## src/core/arb_params.svh

```systemverilog
// constants for the bus grant handshake block
// What the handshake requires
// grant rises 1.5 to 3.5 clocks after request
// request dropped while granted: grant falls in window
// acknowledge seen: grant falls 1.5 to 3.5 clocks
// master drops request within 1.5 clocks of acknowledge
// request held too long: grant may rise again
// request withdrawn before acknowledge: release grant, drive bus
// after acknowledge drops, delay control then strobes
// after withdrawn request, same drive delays apply
// granted and no cycle: float all buses
// inputs sampled on falling edges; request early enough
// acknowledge recognised at first falling edge after setup; the block sees it only at the second, through two flops
// acknowledge held for tenure; device stays off bus
`ifndef ARB_PARAMS_SVH
`define ARB_PARAMS_SVH
`define CLOCK_PERIOD_NS     10
`define GRANT_DELAY_CYCLES  2'h1
`define FC_DRIVE_CYCLES     2'h1
`define STROBE_DRIVE_CYCLES 2'h2
`endif

```

## src/core/arb_pkg.sv

```systemverilog
// types for the bus grant handshake block
package arb_pkg;
  typedef enum logic [4:0] {
    st_owner   = 5'h01, // device owns bus
    st_wait_g  = 5'h02, // request seen, counting to grant
    st_granted = 5'h04, // grant asserted
    st_drop_g  = 5'h08, // grant negated, settling before handover
    st_tenure  = 5'h10  // other master owns bus
  } arb_state_t;
endpackage

```

## src/core/fall_sync.sv

```systemverilog
// two-stage synchroniser sampling on the falling clock edge
`timescale 1ns/1ns
module fall_sync (
  // clock and reset
  input  wire logic clock,
  input  wire logic nrst,
  // data
  input  wire logic din,
  output logic      dout
);
  logic meta; // first stage, read only by the second
  // both stages clocked on the falling edge
  always_ff @(negedge clock or negedge nrst) begin
    if (!nrst) begin
      meta <= 1'b0;
      dout <= 1'b0;
    end else begin
      meta <= din;
      dout <= meta;
    end
  end
endmodule

```

## src/core/bus_grant_handshake.sv

```systemverilog
// bus grant state machine with bus release and re-drive control
`timescale 1ns/1ns
`include "arb_params.svh"
module bus_grant_handshake (
  // clock and reset
  input  wire logic clock,
  input  wire logic nrst,
  // arbitration pins, active high internally
  input  wire logic bus_request_in,
  input  wire logic grant_acknowledge_in,
  output logic      bus_grant_out,
  // bus cycle status from the core
  input  wire logic address_strobe,
  // drive enables for the shared bus
  output logic      control_fc_drive,
  output logic      strobe_rw_drive,
  output logic      addr_data_drive,
  // state view
  output arb_pkg::arb_state_t state
);
  import arb_pkg::*;

  logic       req_s;   // synchronised request
  logic       ack_s;   // synchronised acknowledge
  logic [1:0] cnt;     // delay counter
  logic [1:0] rel_cnt; // re-drive counter
  logic       owned;     // someone else may hold the bus
  logic       grant_due; // grant rises at this edge

  // timing sketch, in clocks from a request pin change at a falling edge:
  //   +1.0 first sync stage, +2.0 second stage, +2.5 wait state entered,
  //   +3.5 grant raised, so the grant lands inside the 1.5 to 3.5 window
  //   acknowledge or withdrawal drops the grant 2.5 clocks after the pin
  //   the drive enables come back two and three clocks after release ends
  // hazard: any longer wait would push the grant past the window end
  // limitation: the drive enables are floated on the same edge as the grant,
  //   but only while the core runs no bus cycle of its own

  // states in which the bus belongs to the other side or is being handed over
  function automatic logic hands_off(input arb_state_t s);
    hands_off = (s == st_granted) || (s == st_drop_g) || (s == st_tenure);
  endfunction

  // inputs sampled on falling edges through two flops
  // the pins come from another master with no relation to our clock,
  // so nothing but the second stage of each synchroniser is ever read
  fall_sync u_req (.clock(clock), .nrst(nrst), .din(bus_request_in), .dout(req_s));
  fall_sync u_ack (.clock(clock), .nrst(nrst), .din(grant_acknowledge_in), .dout(ack_s));

  // arbitration state machine, one step per rising edge
  // the synchronised inputs change half a clock before each step, so the
  // state always sees a settled request and acknowledge
  always_ff @(posedge clock or negedge nrst) begin
    if (!nrst) begin
      state <= st_owner; // device owns the bus out of reset
      cnt   <= 2'h0;
    end else begin
      unique case (state)
        // device drives the bus; a request with no acknowledge opens a round
        st_owner: begin
          if (req_s && !ack_s) begin
            state <= st_wait_g;
            cnt   <= 2'h0;
          end
        end
        // count the wait before the grant, inside the window
        st_wait_g: begin
          if (!req_s) begin
            state <= st_owner;
          end else if (cnt == `GRANT_DELAY_CYCLES - 2'h1) begin
            state <= st_granted;
          end else begin
            cnt <= cnt + 2'h1; // still waiting
          end
        end
        // grant out: withdrawn request or acknowledge both start the release
        st_granted: begin
          if (!req_s || ack_s) begin
            state <= st_drop_g;
            cnt   <= 2'h0;
          end
        end
        // grant already low; settle before handing over or taking back
        st_drop_g: begin
          if (cnt == `GRANT_DELAY_CYCLES - 2'h1) begin
            if (ack_s) begin
              state <= st_tenure;
            end else begin
              state <= st_owner;
            end
            cnt <= 2'h0;
          end else begin
            cnt <= cnt + 2'h1; // still settling
          end
        end
        // other master on the bus until its acknowledge drops
        st_tenure: begin
          if (!ack_s) begin
            state <= st_owner;
          end else if (req_s) begin
            state <= st_wait_g; // request held too long: new round
            cnt   <= 2'h0;
          end
        end
        // a broken one-hot code falls back to owning the bus
        default: begin
          state <= st_owner;
          cnt   <= 2'h0;
        end
      endcase
    end
  end

  // grant is due on the last wait cycle while the request still stands
  assign grant_due = (state == st_wait_g) && req_s && (cnt == `GRANT_DELAY_CYCLES - 2'h1);

  // grant output from a flop: raised when due, held only while requested and not acknowledged
  always_ff @(posedge clock or negedge nrst) begin
    if (!nrst) begin
      bus_grant_out <= 1'b0; // no grant out of reset
    end else begin
      bus_grant_out <= grant_due || ((state == st_granted) && req_s && !ack_s);
    end
  end

  // bus released from the grant edge on, while handed over or owned by the other master
  assign owned = hands_off(state) || ack_s || grant_due;

  // re-drive delay counter after release ends
  // it saturates at the strobe delay so that a long idle spell cannot wrap it
  always_ff @(posedge clock or negedge nrst) begin
    if (!nrst) rel_cnt <= `STROBE_DRIVE_CYCLES;
    else if (owned) rel_cnt <= 2'h0;
    else if (rel_cnt != `STROBE_DRIVE_CYCLES) rel_cnt <= rel_cnt + 2'h1;
  end

  // drive enables, floated while granted and idle or during tenure
  // a running core cycle keeps the bus driven until its strobe drops or acknowledge is seen,
  // since floating mid-cycle would corrupt the transfer in flight
  always_ff @(posedge clock or negedge nrst) begin
    if (!nrst) begin
      control_fc_drive <= 1'b1;
      strobe_rw_drive  <= 1'b1;
      addr_data_drive  <= 1'b1;
    end else if (owned && (!address_strobe || ack_s)) begin
      control_fc_drive <= 1'b0;
      strobe_rw_drive  <= 1'b0;
      addr_data_drive  <= 1'b0;
    end else if (!owned) begin
      control_fc_drive <= (rel_cnt >= `FC_DRIVE_CYCLES);
      strobe_rw_drive  <= (rel_cnt >= `STROBE_DRIVE_CYCLES);
      addr_data_drive  <= (rel_cnt >= `FC_DRIVE_CYCLES);
    end
  end

  // checks on the handshake; all but the synchroniser ones step on the rising edge

  // strobes not driven while acknowledge held
  no_drive_ack_a: assert property (@(posedge clock) disable iff (!nrst)
    $past(ack_s) && ack_s |-> !strobe_rw_drive) else $error("bus driven during tenure");
  // grant follows request within window
  grant_rise_a: assert property (@(posedge clock) disable iff (!nrst)
    $rose(req_s) && !ack_s && state == st_owner |-> ##[1:4] (bus_grant_out || !req_s))
    else $error("grant late");
  // grant drops after acknowledge
  grant_fall_a: assert property (@(posedge clock) disable iff (!nrst)
    $rose(ack_s) |-> ##[1:4] !bus_grant_out) else $error("grant held after ack");
  // grant drops after request withdrawn
  grant_wd_a: assert property (@(posedge clock) disable iff (!nrst)
    $fell(req_s) && !ack_s |-> ##[1:5] !bus_grant_out) else $error("grant held after withdraw");
  // strobes wait after release
  strobe_wait_a: assert property (@(posedge clock) disable iff (!nrst)
    $fell(owned) |-> !strobe_rw_drive ##1 !strobe_rw_drive) else $error("strobes early");
  // control lines wait after release
  fc_wait_a: assert property (@(posedge clock) disable iff (!nrst)
    $fell(owned) |-> !control_fc_drive) else $error("control early");
  // idle bus floated when granted
  float_idle_a: assert property (@(posedge clock) disable iff (!nrst)
    state == st_granted && !address_strobe |=> !addr_data_drive) else $error("bus not floated");
  // withdrawn request returns ownership
  withdraw_own_a: assert property (@(posedge clock) disable iff (!nrst)
    state == st_wait_g && !req_s |=> state == st_owner) else $error("no return");
  // state register stays one-hot
  state_onehot_a: assert property (@(posedge clock) disable iff (!nrst)
    $onehot(state)) else $error("state not one-hot");
  // grant only ever stands in the granted state
  grant_state_a: assert property (@(posedge clock) disable iff (!nrst)
    bus_grant_out == (state == st_granted)) else $error("grant outside granted state");
  // grant never rises without a request seen a clock earlier
  grant_needs_req_a: assert property (@(posedge clock) disable iff (!nrst)
    $rose(bus_grant_out) |-> $past(req_s)) else $error("grant without request");
  // withdrawn request while granted starts the release
  grant_release_a: assert property (@(posedge clock) disable iff (!nrst)
    state == st_granted && !req_s |=> state == st_drop_g) else $error("release not started");
  // settling without acknowledge hands the bus back
  drop_owner_a: assert property (@(posedge clock) disable iff (!nrst)
    state == st_drop_g && !ack_s |=> state == st_owner) else $error("bus not taken back");
  // tenure ends when acknowledge drops
  tenure_exit_a: assert property (@(posedge clock) disable iff (!nrst)
    state == st_tenure && !ack_s |=> state == st_owner) else $error("tenure not ended");
  // off the bus for the whole tenure
  tenure_float_a: assert property (@(posedge clock) disable iff (!nrst)
    state == st_tenure |-> !addr_data_drive && !control_fc_drive && !strobe_rw_drive)
    else $error("bus driven in tenure");
  // control lines come back no later than strobes
  fc_first_a: assert property (@(posedge clock) disable iff (!nrst)
    strobe_rw_drive |-> control_fc_drive) else $error("strobes before control");
  // strobes return after release ends
  redrive_a: assert property (@(posedge clock) disable iff (!nrst)
    $fell(owned) |-> ##[1:4] (strobe_rw_drive || owned)) else $error("bus not driven again");
  // control lines return after release ends
  fc_return_a: assert property (@(posedge clock) disable iff (!nrst)
    $fell(owned) |-> ##[1:4] (control_fc_drive || owned)) else $error("control not driven again");
  // address and data wait with the control lines
  addr_wait_a: assert property (@(posedge clock) disable iff (!nrst)
    $fell(owned) |-> !addr_data_drive) else $error("address early");
  // idle bus floated on the grant edge
  float_grant_a: assert property (@(posedge clock) disable iff (!nrst)
    $rose(bus_grant_out) && !$past(address_strobe) |-> !addr_data_drive) else $error("float late");
  // acknowledge seen exactly two falling edges after its pin
  ack_sync_a: assert property (@(negedge clock) disable iff (!nrst)
    ack_s == $past(grant_acknowledge_in, 2)) else $error("acknowledge sync skew");
  // request seen exactly two falling edges after its pin
  req_sync_a: assert property (@(negedge clock) disable iff (!nrst)
    req_s == $past(bus_request_in, 2)) else $error("request sync skew");
endmodule

```

## config.mk

```make
export PLATFORM = sky130hd
export DESIGN_NAME = bus_grant_handshake
export DESIGN_NICKNAME = d
export VERILOG_FILES = /design/src/core/arb_pkg.sv /design/src/core/fall_sync.sv /design/src/core/bus_grant_handshake.sv
export VERILOG_INCLUDE_DIRS = /design/src /design/src/core
export SDC_FILE = /design/constraint.sdc
export NUM_CORES = 1
export LEC_CHECK = 0
export BUFFER_PORTS_ARGS = -buffer_cell sky130_fd_sc_hd__buf_2
export CAP_MARGIN = 30
export CORE_MARGIN = 2
export CORE_UTILIZATION = 54
export DETAILED_ROUTE_END_ITERATION = 8
export PLACE_DENSITY = 0.76
export SLEW_MARGIN = 25
export SYNTH_ARGS = -nofsm -noshare
export SYNTH_HDL_FRONTEND = slang
export SYNTH_HIERARCHICAL = 1
export SYNTH_SLANG_ARGS = --single-unit
```

## constraint.sdc

```tcl
create_clock -name clock -period 2.53 [get_ports clock]
set_clock_uncertainty 0.2 [all_clocks]
set_input_delay 0.506 -clock clock [delete_from_list [all_inputs] [get_ports clock]]
set_output_delay 0.506 -clock clock [all_outputs]
set_load 0.005 [all_outputs]
```

## Word level (Yosys, flattened, before mapping)

Cells that the tools add are included.

- Register bits after elaboration: 16
- Bits of input ports: 5
- Output and inout port bits: 9
- Logic and storage cells: 73

- Add/subtract/negate cells: 2
- Order comparisons: 2
- Eq/ne operators: 16
- Mux-type cells: 23
- Reduce and logical (&&, ||, !) cells: 20

Operator list:

| kind | number |
|---|---|
| $mux W5 | 8 |
| $pmux W5 S5 | 1 |
| $mux W2 | 9 |
| $ne A2 B2 Y1 const B | 5 |
| $pmux W2 S5 | 1 |
| $ne A2 B1 Y1 const B | 4 |
| $logic_or A1 B1 Y1 | 7 |
| $logic_and A1 B1 Y1 | 6 |
| $ne A3 B3 Y1 const B | 2 |
| $reduce_and A6 Y1 | 1 |
| $eq A5 B1 Y1 const B | 1 |
| $eq A5 B2 Y1 const B | 1 |
| $eq A5 B3 Y1 const B | 1 |
| $eq A5 B4 Y1 const B | 1 |
| $eq A5 B5 Y1 const B | 1 |
| $reduce_and A5 Y1 | 1 |
| $add A2 B1 Y2 const B | 2 |
| $mux W1 | 4 |
| $logic_not A1 Y1 | 3 |
| $ge A2 B1 Y1 const B | 1 |
| $ge A2 B2 Y1 const B | 1 |
| $logic_not A2 Y1 | 1 |
| $reduce_bool A2 Y1 | 1 |

## Depth between registers and ports, before layout

- Word-level depth: 7
- Depth in mapped cells: 6
- Gate-level depth less buffers: 6

## Hierarchy

Netlist, hierarchy kept.

By module, submodules not included:

| module | times used | cells an instance | area an instance (um^2) | sequential area each (um^2) |
|---|---|---|---|---|
| bus_grant_handshake | 1 | 96 | 818.3 | 305.3 |
| fall_sync | 2 | 2 | 50.0 | 50.0 |

==> impl_metrics.toml <==
[worst_setup_path]
worst-path-buf-inv = 0
arrival_ns = 2.84
max_stage_delay_ns = 0.40
worst_path_dominant_cell_family = "simple AND/OR/NAND/NOR gates"
startpoint_type = "flop"
cp.required_ns = 2.55
cp_slowest_cell = "dfrtn_1"
cp_max_fo = 4
crit_type = "flop to flop"
path_cells = "or3b_4 -> o21ai_2 -> nand4b_1 -> nand3_2 -> mux2i_1"
critPathCaptureType = "flop"

[floorplan]
initial_core_util_pct = 58.91
num_io_pins = 14
rows = 14
die_w_um = 45.24
die-area_mm2 = 0.002047
core_area_mm2 = 0.001559
die_h_um = 45.24

[sta]
setup_viol = 11
postLayoutSetupSlackWorst_ns = -0.2902
max_slew_margin_pct = 65.34
tightestPinTransition_ns = 0.5145
slew_viol_final = 0
rsz0062_at_grt = "yes"
hold_viol_final = 0

[placement]
gp_congestion = 0.9146
post-place-ws_ns = -0.2816
hpwl_um = 1309
port_buffers = 13

[logic_synthesis]
synth_nets = 109
ys_warn_count = 6
synth_cells = 100
synth_seq_cells = 16
synth.distinct_cells = 35
synth-edff-count = 0
syn_area_per_cell_um2 = 9.184
netlist_area_um2 = 918.4
synthArstFlopShare_pct = 100.0
ys_seq_area_share_pct = 44.14
synth-main-ff-cell = "dfrtp_1"

[cts]
clk_latency_ns = 0.30
cts_sinks = 16
clock_tree.root_cell = "clkbuf_4"
cts_tree = "done"
cts_inserted_buffers = 3
h-tree-depth = 1
ctsLongestPathBuffers = 2
cts.clk_slew.worst_paths_ns = 0.09

[route]
wl_per_cell_um = 15.59
drc = 0
ant_nets = 0
firstDrtPassIters = 4
viasPerCell = 5.827
vias = 810
drt_iter0_drc = 27
totalWireLength_um = 2167

[cells_and_area]
diodes = 0
layout.nets = 133
mostFrequentLayoutCell = "nor2_1"
nFillCells = 100
final_cell_mix = "14 x nor2_1, 13 x buf_2, 8 x dfrtp_1, 8 x buf_4, 6 x nand2_1"
syn_to_final_growth_pct = 29.84
drive_above_1_share_pct = 39.84

[min_path]
hold_path.class = "flop to flop"

[status]
outcome = "finished with violations"
violations = "negative setup slack"

[power_and_ir_drop]
ir_drop_mv = 0.4525
power_uw = 730.1
power.density_mw_per_mm2 = 612.3
power_leakage_nw = 0.5570

[job]
drv_cap = 0

[grt]
antenna_found_initial = 0
grt_util_all_layers_pct = 20.44
grt_pass1_vias = 694
grt_max_degree = 14
gr-total-overflow = 0
grt_first_pass_wirelength_um = 2987
## layer usage
| metal | up-vias | GRT usage, % | share of wire [%] |
|---|---|---|---|
| li1 | 387 | - | - |
| met1 | 375 | 28.53 | 41 |
| met2 | 41 | 30.29 | 48 |
| met3 | 7 | 3.600 | 6.9 |
| met4 | 0 | 10.59 | 3.6 |
| met5 | - | 0 | 0 |
## synth_stat cells, types with 2 or more instances
cell | instances | share of area (%)
mux2i_1 | 5 | 5.4
nor2_1 | 18 | 7.4
ha_1 | 4 | 5.4
dfrtn_1 | 4 | 11
and3b_1 | 2 | 1.9
buf_2 | 2 | 1.1
nand3_1 | 3 | 1.6
o21ai_0 | 5 | 2.7
inv_1 | 5 | 2.0
dfrtp_1 | 8 | 22
dfstp_2 | 4 | 11
nand2_1 | 6 | 2.5
o21ai_1 | 3 | 1.6
a21oi_1 | 4 | 2.2
nor3_1 | 4 | 2.2
clkbuf_1 | 2 | 0.82
xor2_1 | 2 | 1.9
nand2b_1 | 2 | 1.4
## flip-flops by register name, summed over array words and instances, names as in the netlist
| signal | cells |
|---|---|
| addr_data_drive | 1 |
| bus_grant_out | 1 |
| cnt | 2 |
| rel_cnt | 2 |
| state | 5 |
| strobe_rw_drive | 1 |
| u_ack/dout | 1 |
| u_ack/meta | 1 |
| u_req/dout | 1 |
| u_req/meta | 1 |
## cells by family after synthesis
kind of cell | count (synthesis) | share of synthesized area, %
buffers and inverters | 11 | 5.995
DFF | 16 | 44.14
xor gates and xnor gates | 3 | 2.862
AOI/OAI and AO/OA | 16 | 9.946
muxes | 5 | 5.450
adders and majority gates | 4 | 5.450
and+or+nand+nor | 45 | 26.16
## power breakdown
group | internal [mW] | switching, mW
clock | 0.0878 | 0.0836
sequential | 0.307 | 0.0403
combinational | 0.103 | 0.108
## per-stage QoR
stage / utilization, % / cell area [um2] / hold slack (ns) / instances / setup TNS, ns
floorplan: - / 935.9 / 0.01041 / 100 / -0.9351
global placement: 65.41 / 1020 / 0.09187 / 129 / -1.295
detailed placement: 65.41 / 1020 / 0.1072 / 129 / -1.490
CTS: 70.39 / 1097 / 0.1105 / 135 / -1.455
global route: 76.48 / 1192 / 0.1129 / 139 / -2.196
finish: 76.48 / 1192 / 0.1029 / 139 / -1.760
## final timing paths
check | from | endpoint | slack (ns) | depth (start not counted)
max in group asynchronous | nrst | u_ack/dout$_DFF_NN0_ | 0.35 | 2
min in group asynchronous | nrst | rel_cnt[0]$_DFFE_PN0P_ | 0.39 | 2
worst max register to register | u_ack/dout$_DFF_NN0_ | cnt[1]$_DFFE_PN0P_ | -0.29 | 5
worst min-delay path | u_req/meta$_DFF_NN0_ | u_req/dout$_DFF_NN0_ | 0.10 | 0
worst min register to register | u_req/meta$_DFF_NN0_ | u_req/dout$_DFF_NN0_ | 0.10 | 0
worst max-delay path | u_ack/dout$_DFF_NN0_ | cnt[1]$_DFFE_PN0P_ | -0.29 | 5
## area by class of cell
cell class	count	area (um2)	area share, %
multi-input combinational	73	543.0	45.54
sequential	16	405.4	34.00
timing repair buffer	25	168.9	14.17
clock buffer	4	36.28	3.043
tap	16	20.02	1.679
inverter	5	18.77	1.574
## worst register-to-register path, delay by kind of cell, from the launching register on
kind | cells | cell delay [ns]
compound gates | 1 | 0.06
flops | 1 | 0.40
mux | 1 | 0.19
simple gates | 3 | 0.64
## timing repair
action | 4_1_cts | 5_1_grt
buffers inserted | 1 | 4
cloned | 0 | 0
hold buffers | 1 | 0
setup endpoints to repair | 6 | 11
pin swaps | 2 | 4
resized for setup | 3 | 17
endpoints found under the hold margin | 2 | 0
Note: power is estimated with default switching activity, not from simulation.
